## src/rtl/mmr_pkg.sv

```systemverilog
// constants shared by the motion monitor register bank
package mmr_pkg;
    localparam int          ADDR_W        = 16;
    localparam int          WORD_W        = 16;
    localparam int          VAL_W         = 32;
    localparam int          NUM_ENTRIES   = 16;
    localparam int          IDX_W         = 4;
    localparam int          EVT_N         = 4;
    localparam int          EVT_ADVANCE   = 0;
    localparam int          EVT_LOW       = 1;
    localparam int          EVT_HIGH      = 2;
    localparam int          EVT_HALT      = 3;
    localparam int          SEQ_W         = 2;
    localparam logic [15:0] REG_BASE      = 16'h00E4;
    localparam logic [15:0] REG_LOOP      = 16'h00E4;
    localparam logic [15:0] REG_ADV_CMD   = 16'h00E6;
    localparam logic [15:0] REG_ADV_FB    = 16'h00E8;
    localparam logic [15:0] REG_LOW_CMD   = 16'h00EA;
    localparam logic [15:0] REG_LOW_FB    = 16'h00EC;
    localparam logic [15:0] REG_HIGH_CMD  = 16'h00EE;
    localparam logic [15:0] REG_HIGH_FB   = 16'h00F0;
    localparam logic [15:0] REG_HALT_CMD  = 16'h00F2;
    localparam logic [15:0] REG_HALT_FB   = 16'h00F4;
    localparam logic [15:0] REG_INFO      = 16'h00F6;
    localparam logic [15:0] REG_DRV_TEMP  = 16'h00F8;
    localparam logic [15:0] REG_MOT_TEMP  = 16'h00FA;
    localparam logic [15:0] REG_LIFE      = 16'h00FC;
    localparam logic [15:0] REG_TRIP      = 16'h00FE;
    localparam logic [15:0] REG_HIST1     = 16'h0100;
    localparam logic [15:0] REG_HIST2     = 16'h0102;
    localparam logic [15:0] REG_END       = 16'h0104;
    localparam logic [31:0] VAL_ZERO      = 32'h0000_0000;
    localparam logic [31:0] VAL_NONE      = 32'hFFFF_FFFF;
    localparam logic [31:0] VAL_ONE       = 32'h0000_0001;
    localparam logic [15:0] WORD_ZERO     = 16'h0000;
    typedef enum logic [1:0] {
        MMR_IDLE = 2'b00,
        MMR_RUN  = 2'b01,
        MMR_LOOP = 2'b11
    } mmr_run_e;
endpackage : mmr_pkg
```

## src/rtl/mmr_latch_if.sv

```systemverilog
`timescale 1ns/1ns
// shared capture signals between the bank and its event latches
interface mmr_latch_if;
    import mmr_pkg::*;
    logic [VAL_W-1:0] cmd_pos;
    logic [VAL_W-1:0] fb_pos;
    logic             srst;
    modport bank  (output cmd_pos, output fb_pos, output srst);
    modport latch (input cmd_pos, input fb_pos, input srst);
endinterface : mmr_latch_if

```

## src/rtl/mmr_bank.sv

```systemverilog
`timescale 1ns/1ns
// read-only motion monitor register bank with event latches and meters
module mmr_bank
    import mmr_pkg::*;
(
    input  wire logic              clk,
    input  wire logic              srst,
    input  wire logic [ADDR_W-1:0] rd_addr,
    input  wire logic              rd_en,
    output logic [WORD_W-1:0]      rd_data,
    output logic                   rd_valid,
    output logic                   rd_err,
    input  wire logic              loop_active,
    input  wire logic [VAL_W-1:0]  loop_iter,
    input  wire logic [VAL_W-1:0]  cmd_pos,
    input  wire logic [VAL_W-1:0]  fb_pos,
    input  wire logic              advance_event,
    input  wire logic              low_branch_event,
    input  wire logic              high_branch_event,
    input  wire logic              halt_event,
    input  wire logic [EVT_N-1:0]  latch_clear,
    input  wire logic [VAL_W-1:0]  info_code,
    input  wire logic [VAL_W-1:0]  drv_temp,
    input  wire logic [VAL_W-1:0]  mot_temp,
    input  wire logic              travel_tick,
    input  wire logic              trip_clear,
    input  wire logic              motor_running,
    input  wire logic              op_start,
    input  wire logic [VAL_W-1:0]  op_data_num
);
    mmr_latch_if lbus ();

    logic [VAL_W-1:0] cmd_lat [EVT_N];
    logic [VAL_W-1:0] fb_lat  [EVT_N];
    logic [EVT_N-1:0] event_vec;
    logic [VAL_W-1:0] loop_reg;
    logic [VAL_W-1:0] info_reg;
    logic [VAL_W-1:0] drv_reg;
    logic [VAL_W-1:0] mot_reg;
    logic [VAL_W-1:0] life_reg;
    logic [VAL_W-1:0] trip_reg;
    logic [VAL_W-1:0] cur_num;
    logic [VAL_W-1:0] prev_num;
    logic [VAL_W-1:0] hist1_val;
    logic [VAL_W-1:0] hist2_val;
    logic [VAL_W-1:0] sel_val;
    logic             in_range;
    logic             low_half;
    mmr_run_e         run_state;
    mmr_run_e         next_run_state;

    assign lbus.cmd_pos = cmd_pos;
    assign lbus.fb_pos  = fb_pos;
    assign lbus.srst    = srst;

    assign event_vec[EVT_ADVANCE] = advance_event;
    assign event_vec[EVT_LOW]     = low_branch_event;
    assign event_vec[EVT_HIGH]    = high_branch_event;
    assign event_vec[EVT_HALT]    = halt_event;

    genvar g;
    generate
        for (g = 0; g < EVT_N; g++)
        begin : g_lat
            mmr_event_latch u_lat (
                .clk         (clk),
                .bus         (lbus),
                .event_hit   (event_vec[g]),
                .clear       (latch_clear[g]),
                .cmd_latched (cmd_lat[g]),
                .fb_latched  (fb_lat[g])
            );
        end
    endgenerate

    // operation state; stopped has priority over loop reporting
    always_comb
    begin
        next_run_state = MMR_IDLE;
        if (motor_running && loop_active)
            next_run_state = MMR_LOOP;
        else if (motor_running)
            next_run_state = MMR_RUN;
    end

    always_ff @(posedge clk)
    begin
        if (srst)
            run_state <= MMR_IDLE;
        else
            run_state <= next_run_state;
    end

    // sampled monitor values so read data comes from flip-flops
    always_ff @(posedge clk)
    begin
        if (srst)
        begin
            loop_reg <= VAL_ZERO;
            info_reg <= VAL_ZERO;
            drv_reg  <= VAL_ZERO;
            mot_reg  <= VAL_ZERO;
        end
        else
        begin
            loop_reg <= loop_active ? loop_iter : VAL_ZERO;
            info_reg <= info_code;
            drv_reg  <= drv_temp;
            mot_reg  <= mot_temp;
        end
    end

    // lifetime meter has no clear path at all, only reset
    always_ff @(posedge clk)
    begin
        if (srst)
            life_reg <= VAL_ZERO;
        else if (travel_tick)
            life_reg <= life_reg + VAL_ONE;
    end

    // a tick in the clearing cycle counts as the first step after clear
    always_ff @(posedge clk)
    begin
        if (srst)
            trip_reg <= VAL_ZERO;
        else if (trip_clear)
            trip_reg <= travel_tick ? VAL_ONE : VAL_ZERO;
        else if (travel_tick)
            trip_reg <= trip_reg + VAL_ONE;
    end

    // history: shift the running number on each operation start while the motor runs
    always_ff @(posedge clk)
    begin
        if (srst)
        begin
            cur_num  <= VAL_NONE;
            prev_num <= VAL_NONE;
        end
        else if (!motor_running)
        begin
            cur_num  <= VAL_NONE;
            prev_num <= VAL_NONE;
        end
        else if (op_start)
        begin
            cur_num  <= op_data_num;
            prev_num <= cur_num;
        end
    end

    assign hist1_val = (run_state == MMR_IDLE) ? VAL_NONE : cur_num;
    assign hist2_val = (run_state == MMR_IDLE) ? VAL_NONE : prev_num;

    // the select below drops bit 0, so both halves share one entry
    assign in_range  = (rd_addr >= REG_BASE) && (rd_addr < REG_END);
    assign low_half  = rd_addr[0];

    always_comb
    begin
        sel_val = VAL_ZERO;
        case ({rd_addr[ADDR_W-1:1], 1'b0})
            REG_LOOP:     sel_val = loop_reg;
            REG_ADV_CMD:  sel_val = cmd_lat[EVT_ADVANCE];
            REG_ADV_FB:   sel_val = fb_lat[EVT_ADVANCE];
            REG_LOW_CMD:  sel_val = cmd_lat[EVT_LOW];
            REG_LOW_FB:   sel_val = fb_lat[EVT_LOW];
            REG_HIGH_CMD: sel_val = cmd_lat[EVT_HIGH];
            REG_HIGH_FB:  sel_val = fb_lat[EVT_HIGH];
            REG_HALT_CMD: sel_val = cmd_lat[EVT_HALT];
            REG_HALT_FB:  sel_val = fb_lat[EVT_HALT];
            REG_INFO:     sel_val = info_reg;
            REG_DRV_TEMP: sel_val = drv_reg;
            REG_MOT_TEMP: sel_val = mot_reg;
            REG_LIFE:     sel_val = life_reg;
            REG_TRIP:     sel_val = trip_reg;
            REG_HIST1:    sel_val = hist1_val;
            REG_HIST2:    sel_val = hist2_val;
            default:      sel_val = VAL_ZERO;
        endcase
    end

    // one-cycle read answer; unmapped addresses flag an error and read zero
    always_ff @(posedge clk)
    begin
        if (srst)
        begin
            rd_data  <= WORD_ZERO;
            rd_valid <= 1'b0;
            rd_err   <= 1'b0;
        end
        else
        begin
            rd_valid <= rd_en;
            rd_err   <= rd_en && !in_range;
            if (rd_en)
                rd_data <= !in_range ? WORD_ZERO
                         : low_half ? sel_val[WORD_W-1:0]
                         : sel_val[VAL_W-1:WORD_W];
        end
    end
endmodule : mmr_bank

```

## src/rtl/mmr_event_latch.sv

```systemverilog
`timescale 1ns/1ns
// one event latch pair: command and feedback position
module mmr_event_latch
    import mmr_pkg::*;
(
    input  wire logic             clk,
    mmr_latch_if.latch            bus,
    input  wire logic             event_hit,
    input  wire logic             clear,
    output logic [VAL_W-1:0]      cmd_latched,
    output logic [VAL_W-1:0]      fb_latched
);
    // the event wins over a clear in the same cycle so no capture is lost
    always_ff @(posedge clk)
    begin
        if (bus.srst)
        begin
            cmd_latched <= VAL_ZERO;
            fb_latched  <= VAL_ZERO;
        end
        else if (event_hit)
        begin
            cmd_latched <= bus.cmd_pos;
            fb_latched  <= bus.fb_pos;
        end
        else if (clear)
        begin
            cmd_latched <= VAL_ZERO;
            fb_latched  <= VAL_ZERO;
        end
    end
endmodule : mmr_event_latch

```

## config.mk

```make
export PLATFORM = sky130hd
export DESIGN_NAME = mmr_bank
export DESIGN_NICKNAME = d
export VERILOG_FILES = /design/src/rtl/mmr_pkg.sv /design/src/rtl/mmr_latch_if.sv /design/src/rtl/mmr_bank.sv /design/src/rtl/mmr_event_latch.sv
export SDC_FILE = /design/constraint.sdc
export NUM_CORES = 1
export LEC_CHECK = 0
export BUFFER_PORTS_ARGS = -buffer_cell sky130_fd_sc_hd__buf_2
export CORE_ASPECT_RATIO = 1.1
export CORE_MARGIN = 2
export CORE_UTILIZATION = 40
export DETAILED_ROUTE_END_ITERATION = 6
export HOLD_SLACK_MARGIN = 0.08
export SYNTH_ARGS = -nofsm -noshare
export SYNTH_HDL_FRONTEND = slang
export SYNTH_SLANG_ARGS = --single-unit
```

## constraint.sdc

```tcl
create_clock -name clk -period 3.05 [get_ports clk]
set_clock_uncertainty 0.1 [all_clocks]
set_input_delay 0.4575 -clock clk [delete_from_list [all_inputs] [get_ports clk]]
set_output_delay 0.4575 -clock clk [all_outputs]
set_load 0.01 [all_outputs]
```

==> reports/metrics.cfg, run 1 <==
[outcome]
status=completed

[timing]
slew_headroom_pct=43.7
min_period_ns=2.93
hold_ws_ns=0.106
layout_setup_ws_ns=0.120
maxSlewViolCount=0
setup-violations-final=0
hold_viol=0
rsz0062_at_grt=false
fmax_mhz=341
worstMarginPinSlew_ns=0.844
period_share_pct=96.1
tns_ns=0

[worst_setup_path]
crit_type=input pin to flip-flop
worstPathCellList=dlygate4sd3_1 > buf_8 > nor2_2 > buf_4 > a21oi_1 > o21ai_0 > a2111oi_1 > nand3_1 > o211a_1
crit_arrival_ns=3.33
crit_slowest_cell=dlygate4sd3_1
worstSetupEndpointType=flip-flop
critical_path_required_ns=3.45
slowest_delay_ns=0.56
startpoint_type=input pin
path_max_fanout=34

[clocking]
clkSinkCount=532
cts_buffers=56
path_clk_slew_ns=0.06
cts_root_buffer=clkbuf_16
cts_tree=yes
cts_buffer_depth=3
htreeDepth=2
clk-insertion-delay-late_ns=0.61

[synth]
synth_largest_area_cell=dfxtp_1
synth_warnings=0
yosys-top-cells-area=dfxtp_1 47%, nor3b_1 8.5%, a21oi_1 6.2%
yosysSeqAreaShare_pct=47.1
synthTopCellsByCount=532 x dfxtp_1, 344 x nor2_1, 280 x a21oi_1, 256 x nor3b_1, 177 x nand2_1
yosysUniqueCellTypes=64
avgSynthCellArea_sq_um=8.77
synth_edf_count=0
netlist.area_leader.share_pct=47.1
synthFlopType=dfxtp_1
ys_async_sr_fraction_pct=0
synthesis.area_sq_um=22600
synthCells=2578
synth_most_common_cell=dfxtp_1
synth_seq_cells=532
syn_nets=2836

[detailed_routing]
met3_length_um=8170
first_pass_iters=6
wire_per_inst_um=23.7
vias=21382
vias_per_cell=5.71
drt-met1-wl_um=39100
wl_met2_um=38600
route.detailed.drc=0
ant_nets=0
routed_wl_um=88900
topRoutingLayerUsed=met4
drtIter0Drc=2397

[cells_and_area]
utilization_pct=51.1
layout.nets=3215
largest_registers=g_lat.u_lat.cmd_latched (128), g_lat.u_lat.fb_latched (128)
drive_gt1_share_pct=16.1
syn2layout_area_growth_pct=26.7
fillers=5242
multi_input_area_sq_um=11000
instances_no_fill=3745
seqCellArea_sq_um=10700
final_area_sq_um=28600
num_antenna_cells=0

[power]
ir_drop_mv=0.385
leakagePower_nw=11.0
finalPower_mw=15.7
power_density_nw_per_um2=548

[floorplan]
die-width_um=231
io_pins=274
die-area_sq_um=58400
die-height_um=253
row_count=91
start_util_pct=40.4
core_sq_um=56000

[placement]
place.gp.congestion=0.935
dp.cells=3454
placed_cell_area_sq_um=24900
dp_hpwl_um=61200
numPortBuffers=273
place_ws_ns=-0.138

[grt]
grt_max_degree=143
grt_pass1_wl_um=130000
antenna_found_initial=2
grt_pass1_vias=20172
grt_usage_pct=29.5
overflow=0

[run]
drv_cap=0

[hold_path]
hold_class=input pin to flip-flop

## cell type report
cell class / count / share of cell area, %
multi-input cells: 1820 / 38.6
well taps: 744 / 3.25
repair buffers: 543 / 14.5
inverters: 4 / 0.0524
clock inverters: 16 / 0.441
flip-flops and latches: 532 / 37.2
clock buffers: 86 / 6.03
## cells by family (layout without fill, tap and decap cells)
group           count (synthesis)  after routing  share of synthesized area, %
compound gates                578            578                          16.4
xor+xnor                       54             54                          2.09
fa+ha+maj                       2              2                         0.111
buf+inv                       226            649                          4.19
flops                         532            532                          47.1
mux                            68             68                          3.02
simple gates                 1118           1118                          27.1
## path summary, 6_finish.rpt
| path | start | endpoint | slack, ns | cells past startpoint |
|---|---|---|---|---|
| setup / recovery | srst | rd_data[10] | 0.12 | 9 |
| hold reg to reg | prev_num[4] | prev_num[4] | 0.37 | 2 |
| hold / removal | cmd_pos[4] | g_lat[2].u_lat.cmd_latched[4] | 0.11 | 3 |
| setup reg to reg | life_reg[0] | life_reg[30] | 0.75 | 8 |
## critical path: cells and delay by family
| family | cells | cell delay (ns) |
|---|---|---|
| AO/OA/AOI/OAI | 4 | 1.32 |
| buffers and inverters | 3 | 1.09 |
| AND/OR/NAND/NOR | 2 | 0.43 |
## placed cells by master, fill, tap and decap left out, types with 4 or more instances in the layout
cell type | synthesis | routed
nor2b_1 | 103 | 101
clkbuf_1 | 151 | 10
dlygate4sd3_1 | 0 | 189
xnor2_1 | 13 | 13
a222oi_1 | 7 | 7
clkbuf_8 | 0 | 19
xor2_1 | 41 | 41
nor2_1 | 344 | 341
nand3_1 | 58 | 58
a22oi_1 | 95 | 95
nor3b_1 | 256 | 256
nand4_1 | 38 | 38
and3_1 | 22 | 22
clkbuf_16 | 0 | 57
o211ai_1 | 4 | 4
buf_4 | 9 | 66
dfxtp_1 | 532 | 532
nor4_4 | 6 | 7
and2_1 | 37 | 37
a21oi_1 | 280 | 280
buf_12 | 0 | 20
nand4b_1 | 8 | 8
nand2b_1 | 4 | 4
mux2i_1 | 67 | 67
clkinv_2 | 0 | 9
or3_1 | 9 | 9
inv_1 | 4 | 4
a221oi_1 | 43 | 43
and4_1 | 11 | 11
a211oi_1 | 8 | 8
a22o_1 | 30 | 30
o21ai_0 | 70 | 70
a221oi_2 | 11 | 11
nor3_1 | 27 | 27
nand2_1 | 177 | 177
buf_2 | 23 | 267
a221o_1 | 7 | 7
## timing repair
| item | 4_1_cts | 5_1_grt |
|---|---|---|
| hold endpoints to repair | 249 | 0 |
| buffers inserted | 0 | 0 |
| gates resized for setup | 0 | 1 |
| hold buffers | 189 | 0 |
| setup endpoints to repair | 0 | 1 |
## metal layers
metal | track usage (%) | vias to the layer above
li1 | - | 9867
met1 | 41.6 | 10397
met2 | 44.8 | 967
met3 | 6.04 | 151
met4 | 10.0 | 0
met5 | 0 | -
## where the power goes
part	leakage, nW	switching [mW]	internal (mW)
sequential	4.37	0.190	7.22
clock	0.916	2.92	3.97
combinational	5.72	0.782	0.609
total	11.0	3.89	11.8
Power figures use the tool's default switching activity.
==> inputs of run 2 (changes only) <==
Settings changed: SLEW_MARGIN from default to 0.
Clock period 3.05 ns to 2.7 ns, I/O delays scaled along.
==> run 2 against run 1 <==
Combinational power rose by 20%. Total power is 18% higher. Die area unchanged. Global-route usage increased by 0.69 points. Critical path depth rose by 2. Via count grew 2.2%. Critical path type unchanged.
==> reports/metrics.cfg, run 2 (synthesized netlist as in run 1, its figures left out) <==
[outcome]
status=completed

[timing]
fmax_mhz=382
worstMarginPinSlew_ns=0.923
hold_viol=0
setup-violations-final=0
rsz0062_at_grt=false
tns_ns=0
slew_headroom_pct=38.5
maxSlewViolCount=0
period_share_pct=97.0
min_period_ns=2.62

[worst_setup_path]
path_max_fanout=16
worstSetupEndpointType=flip-flop
path_delay_family=compound AO/OA/AOI/OAI gates
crit_top_cell=buf_12
cp_num_buf_inv=4
crit_arrival_ns=3.00
crit_slowest_cell=a211oi_1
crit_type=input pin to flip-flop
worstPathCellList=buf_2 > and4b_1 > nand2_1 > buf_4 > nor3_4 > buf_12 > buf_12 > a22oi_1 > nand4b_1 > a211oi_1 > a221oi_2
startpoint_type=input pin
critical_path_required_ns=3.08
slowest_delay_ns=0.58

[power]
p_sw_share_pct=24.4
netSwitchingPower_mw=4.51
ir_drop_mv=0.580
power_density_nw_per_um2=619
leakagePower_nw=11.6
seqPwrFrac_pct=45.2
p_clk_share_pct=45.8
pwr-share-comb_pct=9.0
p_int_mw=14.0

[clocking]
cts_buffer_depth=3
postCtsSetupRepairBufs=0
cts_tree=yes
cts_root_buffer=clkbuf_16
htreeDepth=2
path_clk_slew_ns=0.07
clk-insertion-delay-late_ns=0.63
cts_buffers=56
clkSinkCount=532

[placement]
place.gp.congestion=0.974
dp.cells=3517
numPortBuffers=273
dp_hpwl_um=63700
placed_cell_area_sq_um=25600

[detailed_routing]
topRoutingLayerUsed=met4
ant_nets=0
first_pass_iters=6
drt-met1-wl_um=40800
vias_per_cell=5.68
route.detailed.drc=0
wl_met2_um=39400
wire_per_inst_um=23.6
met3_length_um=7700
vias=21854
drtIter0Drc=2467
routed_wl_um=91000

[floorplan]
core_sq_um=56000
die-height_um=253
io_pins=274
die-width_um=231
row_count=91
start_util_pct=40.4
die-area_sq_um=58400

[cells_and_area]
largest_registers=g_lat.u_lat.cmd_latched (128), g_lat.u_lat.fb_latched (128)
seqCellArea_sq_um=10700
layout.nets=3317
final_cell_mix=532 x dfxtp_1, 341 x nor2_1, 280 x a21oi_1, 267 x buf_2, 256 x nor3b_1
final_common_cell=dfxtp_1
utilization_pct=53.4
syn2layout_area_growth_pct=32.2
final_area_sq_um=29900
num_antenna_cells=0
drive_gt1_share_pct=17.7
instances_no_fill=3848
fillers=5113
multi_input_area_sq_um=11100

[grt]
grt_max_degree=161
grt_pass1_vias=20746
overflow=0
antenna_found_initial=1
grt_usage_pct=30.2
grt_pass1_wl_um=133000

[run]
drv_cap=0

[hold_path]
hold_class=input pin to flip-flop

## run 2: cell types whose count changed in the layout (fill, tap and decap cells not counted), moves of 2 or more
cell,previous run,this run
dlygate4sd3_1,189,228
clkbuf_8,19,11
clkbuf_1,10,8
inv_6,2,0
clkinv_2,9,13
bufinv_16,1,9
buf_4,66,110
buf_12,20,39
## run 2: through the flow
step                power, mW  hold WS (ns)  worst slack, ns
floorplan                9.20         0.336            0.345
global placement         9.88         0.351           -0.580
detailed placement       9.90         0.355           -0.535
CTS                      18.6        0.0958           0.0981
global route             19.1         0.135           0.0716
finish                   18.5         0.121           0.0799
## run 2: tightest hold or removal path, stage by stage
cell     delay, ns
buf_2         0.16
nand2_1       0.09
xor2_1        0.06
nor2_1        0.07
## run 2: layer usage
layer	GRT usage (%)	up-vias
met5	0	-
met4	10.4	0
met3	5.05	152
met2	46.1	1015
met1	43.1	10618
li1	-	10069
## run 2: final cells by class
type,count,area share [%]
clock buffers,77,5.46
clock inverters,26,1.25
inverters,4,0.0502
multi-input cells,1820,37.0
flip-flops and latches,532,35.6
well taps,744,3.11
repair buffers,645,17.5
## run 2: path summary, 6_finish.rpt
kind | from | depth (start not counted) | end | slack, ns
setup / recovery | rd_addr[6] | 11 | rd_data[7] | 0.08
setup reg to reg | life_reg[2] | 8 | life_reg[29] | 0.31
hold / removal | travel_tick | 4 | life_reg[2] | 0.12
hold reg to reg | prev_num[2] | 2 | prev_num[2] | 0.38
## run 2: power groups by stage
stage	Sequential [mW]	Combinational [mW]	Clock [mW]
after global routing	8.38	1.79	8.88
after CTS	8.35	1.64	8.58
after detailed placement	8.52	1.38	0
after floorplan	8.42	0.781	0
after global placement	8.53	1.35	0
final	8.36	1.67	8.48
## run 2: timing repair
action                                 4_1_cts  5_1_grt
gates resized for setup                      0        1
hold buffers                               228        0
setup endpoints to repair                    0        1
endpoints found under the hold margin      417        0
